$ cat config.mk
export PLATFORM = sky130hd
export DESIGN_NAME = cct_coulomb_regs
export DESIGN_NICKNAME = d
export VERILOG_FILES = /design/src/inc/cct_pkg.sv /design/src/inc/cct_cnt_if.sv /design/src/logic/cct_time_counter.sv /design/src/logic/cct_coulomb_regs.sv
export SDC_FILE = /design/constraint.sdc
export NUM_CORES = 1
export LEC_CHECK = 0
export BUFFER_PORTS_ARGS = -buffer_cell sky130_fd_sc_hd__clkbuf_2
export CORE_ASPECT_RATIO = 0.6
export CORE_MARGIN = 4
export CORE_UTILIZATION = 60
export CTS_CLUSTER_DIAMETER = 200
export DETAILED_ROUTE_END_ITERATION = 7
export PLACE_DENSITY = 0.81
export SYNTH_ARGS = -nofsm -noshare
export SYNTH_HDL_FRONTEND = slang
export SYNTH_SLANG_ARGS = --single-unit
$ cat constraint.sdc
create_clock -name mclk_i -period 7.55 [get_ports mclk_i]
set_input_delay 0.755 -clock mclk_i [delete_from_list [all_inputs] [get_ports mclk_i]]
set_output_delay 0.755 -clock mclk_i [all_outputs]
set_load 0.05 [all_outputs]
$ cat src/inc/cct_pkg.sv
// Shared constants for the charge/discharge time counter register bank.
// Assumes a single 250 MHz clock and a host command port already decoded into bytes.
package cct_pkg;

    // Register addresses, seven bits as carried in a command byte.
    localparam logic [6:0] ADDR_OFFSET     = 7'h73;
    localparam logic [6:0] ADDR_TEMP_CLEAR = 7'h74;
    localparam logic [6:0] ADDR_MODE       = 7'h75;
    localparam logic [6:0] ADDR_CTIME_LOW  = 7'h76;
    localparam logic [6:0] ADDR_CTIME_HIGH = 7'h77;
    localparam logic [6:0] ADDR_DTIME_LOW  = 7'h78;
    localparam logic [6:0] ADDR_DTIME_HIGH = 7'h79;

    // Command byte layout.
    localparam int CMD_WRITE_BIT = 7;

    // Mode register fields.
    localparam int MODE_OVR_BIT  = 7;
    localparam int MODE_CAL_BIT  = 6;
    localparam int MODE_STC_BIT  = 5;
    localparam int MODE_STD_BIT  = 4;
    localparam int WAKE_LSB      = 1;
    localparam int WAKE_W        = 3;
    localparam logic [2:0] WAKE_RESET = 3'h7;

    // Temperature/clear register fields.
    localparam int TEMP_LSB      = 5;
    localparam int TEMP_W        = 3;
    localparam int CLR_W         = 5;
    localparam int CLR_CTIME_BIT = 4;
    localparam int CLR_DTIME_BIT = 3;
    localparam int CLR_SELF_BIT  = 2;
    localparam int CLR_CHG_BIT   = 1;
    localparam int CLR_DSG_BIT   = 0;

    // Identity mapping of the sensed temperature code onto the reported field.
    localparam logic [23:0] TEMP_MAP_DFLT = 24'hFA_C688;

    // Sense path: signed microvolt samples; 3.84 mV wake reference.
    localparam int SENSE_W     = 19;
    localparam int WAKE_REF_UV = 3840;

    // Counter rates and clock.
    localparam int CNT_W          = 16;
    localparam longint HOUR_S         = 3600;
    localparam longint CLK_PERIOD_NS  = 4;
    localparam longint FAST_PER_HOUR  = 4096;
    localparam longint SLOW_PER_HOUR  = 16;
    localparam longint FAST_TICK_CYCLES_DFLT =
        (HOUR_S * 64'd1_000_000_000) / CLK_PERIOD_NS / FAST_PER_HOUR;
    localparam int SLOW_DIV_W = 8;   // FAST_PER_HOUR / SLOW_PER_HOUR = 256 ticks.

endpackage

$ cat src/inc/cct_cnt_if.sv
// Carrier between the register bank and one time counter.
// Assumes both ends run on the same clock.
`timescale 1ns/100ps
interface cct_cnt_if;
    logic        enable;
    logic        tick;
    logic        slow_tick;
    logic        clear;
    logic [15:0] count;
    logic        slow_flag;

    modport counter (input enable, input tick, input slow_tick, input clear,
                     output count, output slow_flag);
    modport ctrl    (output enable, output tick, output slow_tick, output clear,
                     input count, input slow_flag);
endinterface

$ cat src/logic/cct_time_counter.sv
// One 16-bit elapsed-time counter with rollover flag and slow-rate mode.
// Assumes tick and slow_tick are one-cycle enables from the shared prescaler.
`timescale 1ns/100ps
module cct_time_counter (
    input  wire logic     mclk_i,
    input  wire logic     rst_i,
    cct_cnt_if.counter    cnt
);
    import cct_pkg::*;

    logic [CNT_W-1:0] count_q;
    logic             flag_q;
    logic             advance;
    logic             wrap;

    // Once the flag is up the counter runs at the slow rate.
    assign advance = cnt.enable & (flag_q ? cnt.slow_tick : cnt.tick);
    assign wrap    = advance & (count_q == 16'hFFFF);

    // Clear beats a same-cycle rollover; the counter restarts from zero anyway.
    always_ff @(posedge mclk_i) begin
        if (rst_i || cnt.clear) begin
            count_q <= '0;
            flag_q  <= 1'b0;
        end else begin
            count_q <= count_q + 16'h0001 * CNT_W'(advance);
            flag_q  <= flag_q ^ wrap;
        end
    end

    assign cnt.count     = count_q;
    assign cnt.slow_flag = flag_q;

    property p_roll_toggle;
        @(posedge mclk_i) disable iff (rst_i)
        (wrap && !cnt.clear) |=> (flag_q != $past(flag_q)) && (count_q == 16'h0000);
    endproperty
    a_roll_toggle: assert property (p_roll_toggle)
        else $error("time counter rollover did not toggle slow flag");

    property p_hold;
        @(posedge mclk_i) disable iff (rst_i)
        (!cnt.enable && !cnt.clear) |=> $stable(count_q) && $stable(flag_q);
    endproperty
    a_hold: assert property (p_hold)
        else $error("time counter moved while disabled");

    property p_clear;
        @(posedge mclk_i) disable iff (rst_i)
        cnt.clear |=> (count_q == 16'h0000) && !flag_q;
    endproperty
    a_clear: assert property (p_clear)
        else $error("time counter clear did not zero count and flag");

endmodule // cct_time_counter

$ cat src/logic/cct_coulomb_regs.sv
// Register bank for the charge/discharge time counters, mode, temperature and offset.
// Assumes the serial framing is decoded elsewhere into bytes on mclk_i, and the
// sense sample, temperature code and calibration result come from on-chip logic.
`timescale 1ns/100ps

module cct_coulomb_regs #(
    parameter int unsigned FAST_TICK_CYCLES = int'(cct_pkg::FAST_TICK_CYCLES_DFLT),
    parameter logic [23:0] TEMP_MAP         = cct_pkg::TEMP_MAP_DFLT
) (
    input  wire logic                              mclk_i,
    input  wire logic                              rst_i,
    input  wire logic                              byte_valid_i,
    input  wire logic [7:0]                        byte_i,
    output logic                                   rd_valid_o,
    output logic [7:0]                             rd_data_o,
    input  wire logic                              serial_line_i,
    input  wire logic signed [cct_pkg::SENSE_W-1:0] sense_uv_i,
    input  wire logic [cct_pkg::TEMP_W-1:0]        temp_code_i,
    input  wire logic                              cal_done_i,
    input  wire logic [7:0]                        cal_offset_i,
    output logic                                   cal_run_o,
    output logic                                   wake_o,
    output logic                                   wake_oe_o,
    output logic [2:0]                             clear_count_o
);
    import cct_pkg::*;

    localparam int EW = SENSE_W + 1;   // Width of sense plus offset.
    localparam int PW = EW + WAKE_W;   // Width of magnitude times threshold field.

    typedef enum logic { HOST_CMD, HOST_DATA } cct_host_t;
    typedef enum logic { CAL_IDLE, CAL_RUN }   cct_cal_t;

    // Command decoding shared by read and write paths.
    function automatic logic is_addr(input logic [6:0] a, input logic [6:0] target);
        return a == target;
    endfunction

    function automatic logic [TEMP_W-1:0] temp_lookup(input logic [TEMP_W-1:0] code);
        int idx;
        idx = 3 * int'(code);
        return TEMP_MAP[idx +: TEMP_W];
    endfunction

    cct_cnt_if ctime ();
    cct_cnt_if dtime ();

    // Registers.
    cct_host_t         host_q;
    cct_cal_t          cal_state_q;
    logic [6:0]        wr_addr_q;
    logic [7:0]        rd_data_q;
    logic              rd_valid_q;
    logic              ovr_q;
    logic              cal_q;
    logic [WAKE_W-1:0] wake_sel_q;
    logic [CLR_W-1:0]  clear_q;
    logic [7:0]        offset_q;
    logic [TEMP_W-1:0] temp_q;
    logic              line_meta_q;
    logic              line_q;
    logic              cal_run_q;
    logic              wake_oe_q;
    logic              wake_q;
    logic [31:0]       fast_cnt_q;
    logic [SLOW_DIV_W-1:0] slow_cnt_q;
    logic              tick_q;
    logic              slow_tick_q;

    // Next values and decoded strobes.
    cct_host_t         host_d;
    cct_cal_t          cal_state_d;
    logic              cmd_take;
    logic              cmd_read;
    logic              wr_en;
    logic              wr_offset;
    logic              wr_temp_clear;
    logic              wr_mode;
    logic              cal_ok;
    logic              ovr_d;
    logic              cal_d;
    logic [WAKE_W-1:0] wake_sel_d;
    logic [7:0]        offset_d;
    logic [CLR_W-1:0]  clear_d;
    logic [7:0]        rd_mux;
    logic [7:0]        mode_view;
    logic [7:0]        temp_clear_view;

    // Sense path.
    logic signed [EW-1:0] eff_sense;
    logic [EW-1:0]        eff_mag;
    logic [PW-1:0]        mag_x_sel;
    logic                 below_wake;
    logic                 start_ok;

    // Host command port: a command byte, then a data byte only for writes.
    assign cmd_take      = byte_valid_i & (host_q == HOST_CMD);
    assign cmd_read      = cmd_take & ~byte_i[CMD_WRITE_BIT];
    assign wr_en         = byte_valid_i & (host_q == HOST_DATA);
    assign wr_offset     = wr_en & is_addr(wr_addr_q, ADDR_OFFSET);
    assign wr_temp_clear = wr_en & is_addr(wr_addr_q, ADDR_TEMP_CLEAR);
    assign wr_mode       = wr_en & is_addr(wr_addr_q, ADDR_MODE);
    assign host_d        = (cmd_take & byte_i[CMD_WRITE_BIT]) ? HOST_DATA :
                           wr_en ? HOST_CMD : host_q;

    // Read views; bit 0 of the mode register is held at zero.
    assign mode_view = {ovr_q, cal_q, ctime.slow_flag, dtime.slow_flag,
                        wake_sel_q, 1'b0};
    assign temp_clear_view = {temp_q, clear_q};
    assign rd_mux =
        is_addr(byte_i[6:0], ADDR_OFFSET)     ? offset_q :
        is_addr(byte_i[6:0], ADDR_TEMP_CLEAR) ? temp_clear_view :
        is_addr(byte_i[6:0], ADDR_MODE)       ? mode_view :
        is_addr(byte_i[6:0], ADDR_CTIME_LOW)  ? ctime.count[7:0] :
        is_addr(byte_i[6:0], ADDR_CTIME_HIGH) ? ctime.count[15:8] :
        is_addr(byte_i[6:0], ADDR_DTIME_LOW)  ? dtime.count[7:0] :
        is_addr(byte_i[6:0], ADDR_DTIME_HIGH) ? dtime.count[15:8] : 8'h00;

    // Effective sense is the sample corrected by the stored offset.
    assign eff_sense  = EW'(sense_uv_i) + EW'($signed(offset_q));
    assign eff_mag    = eff_sense[EW-1] ? EW'(-eff_sense) : EW'(eff_sense);
    // Comparing magnitude times the field against 3.84 mV avoids a divider.
    assign mag_x_sel  = PW'(eff_mag) * PW'(wake_sel_q);
    assign below_wake = mag_x_sel < PW'(WAKE_REF_UV);
    assign start_ok   = below_wake & (ovr_q | ~line_q);

    // Calibration sequencer; loss of the start condition or of the request abandons the run.
    assign cal_ok      = (cal_state_q == CAL_RUN) & cal_q & start_ok & cal_done_i;
    always_comb begin
        cal_state_d = cal_state_q;
        case (cal_state_q)
            CAL_IDLE: if (cal_q && start_ok) begin
                cal_state_d = CAL_RUN;
            end
            CAL_RUN: if (!start_ok || !cal_q || cal_done_i) begin
                cal_state_d = CAL_IDLE;
            end
            default: cal_state_d = CAL_IDLE;
        endcase
    end

    // A host mode write in the completion cycle wins, so a fresh request is not lost; cal_ok beats an offset write.
    assign ovr_d      = wr_mode ? byte_i[MODE_OVR_BIT] : (ovr_q & ~cal_ok);
    assign cal_d      = wr_mode ? byte_i[MODE_CAL_BIT] : (cal_q & ~cal_ok);
    assign wake_sel_d = wr_mode ? byte_i[WAKE_LSB +: WAKE_W] : wake_sel_q;
    assign offset_d   = cal_ok ? cal_offset_i : wr_offset ? byte_i : offset_q;
    // Clear bits stand for one cycle, then read back as 0 to show completion.
    assign clear_d    = wr_temp_clear ? byte_i[CLR_W-1:0] : '0;

    // Counter hookup; each clear bit reaches only its own counter.
    assign ctime.enable    = ~eff_sense[EW-1] & (eff_sense != '0);
    assign dtime.enable    = eff_sense[EW-1];
    assign ctime.tick      = tick_q;
    assign dtime.tick      = tick_q;
    assign ctime.slow_tick = slow_tick_q;
    assign dtime.slow_tick = slow_tick_q;
    assign ctime.clear     = clear_q[CLR_CTIME_BIT];
    assign dtime.clear     = clear_q[CLR_DTIME_BIT];

    // Both time counters share one rollover-toggling counter design.
    cct_time_counter u_charge_time (
        .mclk_i (mclk_i),
        .rst_i  (rst_i),
        .cnt    (ctime.counter)
    );
    cct_time_counter u_discharge_time (
        .mclk_i (mclk_i),
        .rst_i  (rst_i),
        .cnt    (dtime.counter)
    );

    // Rate prescaler: fast tick 4096 per hour, slow tick every 256th fast tick.
    always_ff @(posedge mclk_i) begin
        if (rst_i || fast_cnt_q == FAST_TICK_CYCLES - 1) begin
            fast_cnt_q <= '0;
        end else begin
            fast_cnt_q <= fast_cnt_q + 32'h0000_0001;
        end
    end
    always_ff @(posedge mclk_i) begin
        if (rst_i) begin
            slow_cnt_q  <= '0;
            tick_q      <= 1'b0;
            slow_tick_q <= 1'b0;
        end else begin
            tick_q      <= (fast_cnt_q == FAST_TICK_CYCLES - 1);
            slow_cnt_q  <= slow_cnt_q + SLOW_DIV_W'(tick_q);
            slow_tick_q <= tick_q & (slow_cnt_q == '1);
        end
    end

    // Serial line level arrives from a pin and is synchronised before use.
    always_ff @(posedge mclk_i) begin
        line_meta_q <= serial_line_i;
        line_q      <= line_meta_q;
    end

    // Host port and read return.
    always_ff @(posedge mclk_i) begin
        if (rst_i) begin
            host_q     <= HOST_CMD;
            wr_addr_q  <= '0;
            rd_valid_q <= 1'b0;
            rd_data_q  <= '0;
        end else begin
            host_q     <= host_d;
            wr_addr_q  <= cmd_take ? byte_i[6:0] : wr_addr_q;
            rd_valid_q <= cmd_read;
            rd_data_q  <= cmd_read ? rd_mux : rd_data_q;
        end
    end

    // Mode, offset and clear registers; threshold bits come up as ones.
    always_ff @(posedge mclk_i) begin
        if (rst_i) begin
            ovr_q      <= 1'b0;
            cal_q      <= 1'b0;
            wake_sel_q <= WAKE_RESET;
            offset_q   <= '0;
            clear_q    <= '0;
        end else begin
            ovr_q      <= ovr_d;
            cal_q      <= cal_d;
            wake_sel_q <= wake_sel_d;
            offset_q   <= offset_d;
            clear_q    <= clear_d;
        end
    end

    // Status flops driving pins; the wake pin only ever pulls low.
    always_ff @(posedge mclk_i) begin
        if (rst_i) begin
            cal_state_q <= CAL_IDLE;
            cal_run_q   <= 1'b0;
            wake_oe_q   <= 1'b0;
            wake_q      <= 1'b0;
            temp_q      <= '0;
        end else begin
            cal_state_q <= cal_state_d;
            cal_run_q   <= (cal_state_d == CAL_RUN);
            wake_oe_q   <= ~below_wake;
            wake_q      <= 1'b0;
            temp_q      <= temp_lookup(temp_code_i);
        end
    end

    assign rd_valid_o    = rd_valid_q;
    assign rd_data_o     = rd_data_q;
    assign cal_run_o     = cal_run_q;
    assign wake_o        = wake_q;
    assign wake_oe_o     = wake_oe_q;
    assign clear_count_o = clear_q[CLR_SELF_BIT:CLR_DSG_BIT];

    property p_wake_reset;
        @(posedge mclk_i) disable iff (rst_i)
        $past(rst_i) |-> (wake_sel_q == WAKE_RESET) && !ovr_q && !cal_q;
    endproperty
    a_wake_reset: assert property (p_wake_reset)
        else $error("wake threshold bits not ones after reset");

    property p_wake_pin;
        @(posedge mclk_i) disable iff (rst_i)
        below_wake ##1 below_wake |-> !wake_oe_o && !wake_o;
    endproperty
    a_wake_pin: assert property (p_wake_pin)
        else $error("wake pin driven while sense below threshold");

    property p_cal_done;
        @(posedge mclk_i) disable iff (rst_i)
        (cal_ok && !wr_mode && !wr_offset) |=>
            !ovr_q && !cal_q && (offset_q == $past(cal_offset_i)) ##1 !cal_run_o;
    endproperty
    a_cal_done: assert property (p_cal_done)
        else $error("valid calibration did not load offset and clear bits");

    property p_cal_abort;
        @(posedge mclk_i) disable iff (rst_i)
        (cal_state_q == CAL_RUN && !start_ok && !wr_mode) |=>
            !cal_run_o && (cal_q == $past(cal_q));
    endproperty
    a_cal_abort: assert property (p_cal_abort)
        else $error("calibration not abandoned when start condition lost");

    property p_cal_gate;
        @(posedge mclk_i) disable iff (rst_i)
        (cal_state_q == CAL_IDLE && !ovr_q && line_q) |=> !cal_run_o;
    endproperty
    a_cal_gate: assert property (p_cal_gate)
        else $error("calibration started with line high and no override");

    property p_clear_bit;
        @(posedge mclk_i) disable iff (rst_i)
        (wr_temp_clear && byte_i[CLR_CTIME_BIT]) |=>
            clear_q[CLR_CTIME_BIT] ##1 !clear_q[CLR_CTIME_BIT] && (ctime.count == 16'h0000);
    endproperty
    a_clear_bit: assert property (p_clear_bit)
        else $error("charge time clear did not zero counter and self-return");

    property p_read_ack;
        @(posedge mclk_i) disable iff (rst_i)
        (cmd_read && is_addr(byte_i[6:0], ADDR_MODE)) |=>
            rd_valid_o && (rd_data_o[0] == 1'b0) ##1 (rd_valid_o == $past(cmd_read));
    endproperty
    a_read_ack: assert property (p_read_ack)
        else $error("read command not answered in one cycle");

endmodule // cct_coulomb_regs

==> parameters.txt, run 1 <==
Parameter                              Value

Run status
  Run status ... complete, but fails checks
  Violations in the final reports ... design-rule violations

STA
  Tmin final ... 7.16 ns
  Count of endpoints failing setup in the final report ... 0
  Fmax achieved ... 0.140 GHz
  Crit share post-route ... 94.8%
  Worst-margin pin slew ... 1.08 ns
  RSZ-0062 raised after global routing ... false
  Final Skew ... 0.0166 ns
  Number of failing hold endpoints at the final stage ... 0
  Worst path setup slack after routing ... 0.395 ns
  Max-slew violation count ... 0
  Relative slew slack ... 27.9%

Routing
  DRC violation count after routing ... 29
  Detailed route wirelength on metal3 ... 3.10 mm
  Wl on met1 ... 12.2 mm
  Via count ... 8704
  Post-detailed-route wirelength per cell ... 18.2 microns
  Initial detailed-routing violation count ... 999
  DRT antenna net count ... 0
  Top routing layer in use ... met4
  Via density per instance ... 6.23
  Number of iterations in the first detailed-routing pass ... 8
  DR WL met2 ... 9.86 mm
  Wirelength, routed ... 25.5 mm

Die
  Vertical die dimension ... 102 microns
  Number of rows in the core area ... 34
  I/O pin total ... 58
  Die width ... 165 microns
  Placeable Area ... 14500 sq um
  Initial core utilization ... 61.5%
  Die outline area ... 16900 sq um

GRT
  All-Layer GR Usage ... 29.9%
  Wire length of the first global-routing pass ... 40.0 mm
  Antenna violations before repair ... 0
  Overflow left after global routing ... 0
  Largest net degree at the start of global routing ... 61
  Via count of the first global-routing pass ... 7583

Synthesis
  Mean post-synth cell area ... 7.77 sq um
  Largest cells by area after synthesis ... dfxtp_1, ha_1, nand2_1
  Main synth FF type ... dfxtp_1
  Count of unique library cells instantiated by Yosys ... 76
  Synth top area share ... 26.5%
  Total of flip-flops plus latches after synthesis ... 118
  Async set-reset flop share out of synthesis ... 0%
  Post-synthesis instance area ... 8920 sq um
  Number of warning messages in the yosys log ... 0
  Synthesized netlist cell count ... 1147
  Post-synthesis cell type with the largest combined area ... dfxtp_1
  Count of flip-flops with a built-in enable after synthesis ... 0
  Syn Nets ... 1257
  Portion of the post-synthesis area used by sequential elements ... 26.5%

Setup path
  Worst setup SP type ... primary input
  Endpoint required time on the critical path ... 7.83 ns
  Critical path arrival ... 7.44 ns
  Largest driver fanout on the critical path ... 10
  Worst Path Class, Setup ... primary input to flip-flop
  Crit end category ... flip-flop

Finish
  Commonest non-fill, non-tap cell in the layout ... nand2_1
  Share of layout cells above drive strength 1 ... 11.4%
  Top library cells by usage in the layout, fill and taps aside ... nand2_1, nor2_1, dfxtp_1, a21oi_1, inv_1
  Fill count ... 1164
  Finished layout cell area ... 9990 sq um
  Layout-stage area growth over the synthesis result ... 12.0%
  Area taken by multi-input logic gates ... 6140 sq um
  Number of antenna repair diodes ... 0
  Total Nets Final ... 1295
  Register area ... 2360 sq um

Clock tree
  TritonCTS Sinks ... 118
  Buffers inserted during post-CTS setup optimization ... 0
  Insertion delay to the later sink of the worst-skew pair ... 0.41 ns
  Root Buffer Master ... clkbuf_16
  Total number of H-tree levels ... 4
  Maximum count of clock buffers along a single path ... 2
  Inserted Clock Buffers ... 17
  Clock input transition at the sequential cells of the worst setup and hold paths ... 0.06 ns
  Clock tree from TritonCTS ... done

Pwr
  Power share of the combinational group ... 35.8%
  Share of total power consumed by net switching ... 36.0%
  Switching component of the power ... 0.835 mW
  Clock network fraction of design power ... 36.8%
  Int Pwr ... 1.48 mW
  Sequential group share of total power ... 27.5%
  IR drop worst, VDD ... 0.000138 V
  Pwr/cell area ... 232 nW/um^2
  Leakage ... 4.29 nW

Flow run
  Max capacitance violation total ... 0

Place
  Post-placement worst setup slack ... -0.0780 ns
  Final weighted congestion in routability-driven placement ... 0.985
  Half-perimeter wire length of the detailed placement result ... 19.3 mm
  Placed Area ... 9360 sq um
  IO buf count ... 56

Worst hold path
  Path class of the lowest-slack min-delay path ... flip-flop to flip-flop
## area by class of cell
class	count	share of cell area, %
clock buffer	17	4.26
sequential	118	23.7
inverter	57	2.14
timing repair buffer	71	4.06
multi-input combinational	920	61.5
tap	198	2.48
clock inverter	15	1.94
## per-layer routing
metal  track usage [%]  vias to the layer above
li1                  -                     4136
met5                 0                        -
met2              39.2                      432
met3              9.11                       30
met4              4.18                        0
met1              48.0                     4106
## flip-flops by register name, indices dropped and copies added (netlist names), 5 cells and up
signal	cells
slow_cnt_q	8
fast_cnt_q	32
u_discharge_time.cnt.count	16
u_charge_time.cnt.count	16
rd_data_o	8
offset_q	8
clear_q	5
wr_addr_q	7
## cell usage after synthesis, types with 21 or more instances
cell type and number:
a21oi_1 60, nand2_1 153, xor2_1 53, inv_1 57
nand3_1 51, xnor2_1 31, nor2_1 121, ha_1 48
dfxtp_1 118, o21ai_0 35, and3_1 21, nor2b_1 29
clkbuf_1 45
## power groups by stage
stage                     Clock, mW  Combinational, mW  Sequential (mW)
final                         0.852              0.829            0.637
after global routing          0.888              0.907            0.638
after CTS                     0.857              0.805            0.637
after detailed placement          0              0.800            0.651
after global placement            0              0.792            0.650
after floorplan                   0              0.584            0.661
## path summary, 6_finish.rpt
check | from | endpoint | slack [ns] | cells past startpoint
worst max register to register | offset_q[0] | offset_q[7] | 0.42 | 27
worst min-delay path | line_meta_q | line_q | 0.33 | 0
worst min register to register | line_meta_q | line_q | 0.33 | 0
worst max-delay path | sense_uv_i[0] | offset_q[7] | 0.39 | 28
## critical path, cell delays in order
cell      delay (ns)
clkbuf_2        0.09
ha_1            0.23
fa_1            0.41
a21o_1          0.20
a21o_1          0.23
xor2_1          0.20
nor4b_1         0.30
o21ai_0         0.21
or3_1           0.42
nor3_1          0.18
buf_4           0.17
a21oi_1         0.07
xnor2_1         0.25
nand2_1         0.12
fa_1            0.55
inv_1           0.04
ha_1            0.30
buf_4           0.18
and3_1          0.22
a221oi_1        0.28
o21ai_0         0.22
o41a_1          0.45
o41ai_2         0.06
nand3b_1        0.16
nand4_1         0.23
nor4_4          0.38
buf_12          0.18
mux2_1          0.34
## timing repair
| action | in CTS | in global routing |
|---|---|---|
| endpoints found under the setup margin | 0 | 11 |
| hold buffers | 0 | 0 |
| gates resized for setup | 0 | 4 |
## stage by stage
step | utilization, % | setup TNS, ns | hold WS, ns | total power, mW | cells
floorplan | - | 0 | 0.310 | 1.24 | 1147
global placement | 64.5 | 0 | 0.315 | 1.44 | 1364
detailed placement | 64.5 | -0.558 | 0.320 | 1.45 | 1364
CTS | 68.8 | 0 | 0.339 | 2.30 | 1396
global route | 68.9 | 0 | 0.347 | 2.43 | 1396
finish | 68.9 | 0 | 0.334 | 2.32 | 1396
## logic make-up after synthesis
family | share of synthesized area, %
flops | 26.5
compound gates | 17.9
fa+ha+maj | 11.0
simple gates | 28.3
mux | 3.33
buf+inv | 4.74
other cells | 0.0421
xor+xnor | 8.25
(Power assumes the default switching activity.)
==> run 2: changes to the inputs <==
CELL_PAD_IN_SITES_DETAIL_PLACEMENT = 2   (was default)
CELL_PAD_IN_SITES_GLOBAL_PLACEMENT = 2   (was default)
CORE_UTILIZATION = 37   (was 60)
MAX_ROUTING_LAYER = met4   (was default)
PLACE_DENSITY = 0.83   (was 0.81)
==> run 2 against run 1 <==
The flow now finishes without violations. Sequential cell count stayed put. Critical endpoint is now offset_q[5]. Final cell count up 9.2%. Largest power group is now combinational cells. Final area up 2.4%. Critical path type unchanged. Via count increased by 3.8%. Setup slack got worse by 0.013 ns. Wire length increased by 35%.
==> parameters.txt, run 2 (synthesis gave the netlist of run 1 again) <==
Parameter                              Value

Pwr
  Post-layout total power ... 2.41 mW (+3.9%)
  IR drop worst, VDD ... 0.000140 V (+1.6%)
  Pwr/cell area ... 236 nW/um^2 (+1.5%)
  Leakage ... 4.35 nW (+1.3%)

STA
  Tmin final ... 7.17 ns (+0.0129 ns)
  Count of endpoints failing setup in the final report ... 0 (unchanged)
  Crit share post-route ... 94.9% (+0.17 points)
  Worst path setup slack after routing ... 0.382 ns (-0.0129 ns)
  Relative slew slack ... 17.3% (-11 points)
  Fmax achieved ... 0.140 GHz (-0.18%)
  Hold_ws ... 0.417 ns (+0.0839 ns)
  Final Skew ... 0.00764 ns (-0.00893 ns)
  Max-slew violation count ... 0 (unchanged)
  Worst-margin pin slew ... 1.24 ns (+0.159 ns)
  Number of failing hold endpoints at the final stage ... 0 (unchanged)

Clock tree
  Total number of H-tree levels ... 4 (unchanged)
  Inserted Clock Buffers ... 17 (unchanged)
  TritonCTS Sinks ... 118 (unchanged)
  Clock tree from TritonCTS ... done
  Maximum count of clock buffers along a single path ... 2 (unchanged)
  Root Buffer Master ... clkbuf_16
  Insertion delay to the later sink of the worst-skew pair ... 0.42 ns (about the same)
  Clock input transition at the sequential cells of the worst setup and hold paths ... 0.06 ns (about the same)
  Post-cts hold buffer count ... 0 (unchanged)

Worst hold path
  Path class of the lowest-slack min-delay path ... flip-flop to flip-flop
  Hold depth ... 0 (unchanged)
  Hold-critical path endpoint ... line_q
  Beginning of the worst hold path ... line_meta_q

Setup path
  Largest driver fanout on the critical path ... 10 (unchanged)
  Worst Path Class, Setup ... primary input to flip-flop
  Critical R2R Capture ... offset_q[5]
  FF-to-FF path depth ... 24 (-11%)
  Critical path arrival ... 7.48 ns (+0.04 ns)
  Endpoint required time on the critical path ... 7.86 ns (+0.03 ns)
  Register-to-register setup slack ... 0.49 ns (+0.07 ns)
  Startpoint of the worst-slack reg-to-reg timing path ... offset_q[1]
  Crit end category ... flip-flop
  Worst setup SP type ... primary input

Place
  Post-placement worst setup slack ... -0.0731 ns (+0.00482 ns)
  Final weighted congestion in routability-driven placement ... 0.907 (-8.0%)
  Total placed cells including tap cells ... 1493 (+9.5%)
  Half-perimeter wire length of the detailed placement result ... 26.1 mm (+35%)
  IO buf count ... 56 (unchanged)

Die
  Placeable Area ... 23400 sq um (+61%)
  Initial core utilization ... 38.1% (-23 points)
  Vertical die dimension ... 128 microns (+25%)
  Number of rows in the core area ... 43 (+26%)
  I/O pin total ... 58 (unchanged)
  Die width ... 208 microns (+26%)
  Die outline area ... 26700 sq um (+58%)

Finish
  Share of layout cells above drive strength 1 ... 12.7% (+1.3 points)
  Top library cells by usage in the layout, fill and taps aside ... nand2_1, nor2_1, dfxtp_1, inv_1, a21oi_1
  Total Nets Final ... 1307 (+0.93%)
  Number of standard cells in the layout, taps in and fillers out ... 1525 (+9.2%)
  Layout-stage area growth over the synthesis result ... 14.7%
  Commonest non-fill, non-tap cell in the layout ... nand2_1
  Final standard cell utilization of the core ... 43.7% (-25 points)
  Flip-flop count of the largest register, all copies and words added ... 32 (unchanged)
  Top reg by flops ... fast_cnt_q

GRT
  Overflow left after global routing ... 0 (unchanged)
  Met2 usage in global routing ... 38.9% (-0.27 points)
  Wire length of the first global-routing pass ... 54.6 mm (+36%)
  Most congested layer reported by global routing ... met2
  Antenna violations before repair ... 1 (+1)
  Largest net degree at the start of global routing ... 61 (unchanged)
  Global-route met3 utilization ... 4.23% (-4.9 points)
  Met1 track demand over resource ... 37.8% (-10 points)
  All-Layer GR Usage ... 26.1% (-3.7 points)
  Via count of the first global-routing pass ... 9566 (+26%)

Flow run
  Max capacitance violation total ... 0 (unchanged)

Routing
  Wirelength, routed ... 34.4 mm (+35%)
  DRC violation count after routing ... 0 (-100%)
  Number of iterations in the first detailed-routing pass ... 5 (-3)
  Via density per instance ... 5.92 (-5.0%)
  Post-detailed-route wirelength per cell ... 22.6 microns (+24%)
  Via count ... 9031 (+3.8%)
  Initial detailed-routing violation count ... 852 (-15%)
  DRT antenna net count ... 0 (unchanged)

Run status
  Run status ... complete, no violations
## run 2: cell types whose count changed in the layout (fill, tap and decap cells not counted), moves of 3 or more
| cell | before | now |
|---|---|---|
| a21oi_1 | 60 | 57 |
| inv_6 | 3 | 0 |
| clkinv_2 | 1 | 4 |
| a21oi_2 | 0 | 3 |
| buf_4 | 14 | 26 |
## run 2: final cells by class
cell class / count / area (sq um)
antenna: 1 / 2.50
clock buffer: 18 / 439
clock inverter: 13 / 158
fill: 2680 / 13200
inverter: 57 / 214
multi-input combinational: 920 / 6160
sequential: 118 / 2360
tap: 315 / 394
timing repair buffer: 83 / 495
## run 2: how the worst max path moves through the flow
stage | startpoint | endpoint | slack [ns] | cells after the start
after global routing | sense_uv_i[0] | offset_q[2] | -0.03 | 28
final | sense_uv_i[0] | offset_q[5] | 0.38 | 28
after CTS | offset_q[7] | offset_q[6] | 0.26 | 26
after global placement | sense_uv_i[0] | offset_q[6] | 0.22 | 28
after detailed placement | sense_uv_i[0] | offset_q[3] | -0.07 | 28
after floorplan | sense_uv_i[0] | offset_q[0] | 0.52 | 26
## run 2: stage by stage
| stage | setup TNS (ns) | instance area, sq um |
|---|---|---|
| finish | 0 | 10200 |
| global route | -0.163 | 10200 |
| CTS | 0 | 10200 |
| detailed placement | -0.532 | 9600 |
| global placement | 0 | 9600 |
| floorplan | 0 | 8920 |
## run 2: report_power, final
| group | switching [mW] | internal, mW | total (mW) | leakage (nW) |
|---|---|---|---|---|
| clock | 0.319 | 0.524 | 0.842 | 0.284 |
| combinational | 0.579 | 0.352 | 0.930 | 3.11 |
| sequential | 0.00603 | 0.631 | 0.638 | 0.956 |
## run 2: critical path: stages
cell      delay (ns)
clkbuf_2        0.12
ha_1            0.26
fa_1            0.43
a21o_1          0.20
a21o_1          0.22
a21o_1          0.22
a211oi_1        0.33
o21ai_0         0.15
or3_1           0.42
nor3_1          0.19
buf_4           0.18
nor2_1          0.06
xnor2_1         0.26
nand2_1         0.13
fa_1            0.59
inv_1           0.05
ha_1            0.36
a21o_2          0.25
o221ai_1        0.15
a22o_1          0.25
a211o_1         0.27
a221oi_1        0.23
o41ai_1         0.13
a31oi_1         0.18
nand4_1         0.21
nor4_4          0.37
buf_12          0.18
mux2_2          0.34
## run 2: routing by layer
metal | up-vias | routed length (microns)
met3 | 35 | 1890
met4 | 0 | 330
met2 | 231 | 14700
met1 | 4602 | 17500
li1 | 4163 | -
met5 | - | 0
## run 2: repair_timing
action / in CTS / in global routing
buffers inserted: 0 / 0
endpoints found under the setup margin: 0 / 11
resized for setup: 0 / 10
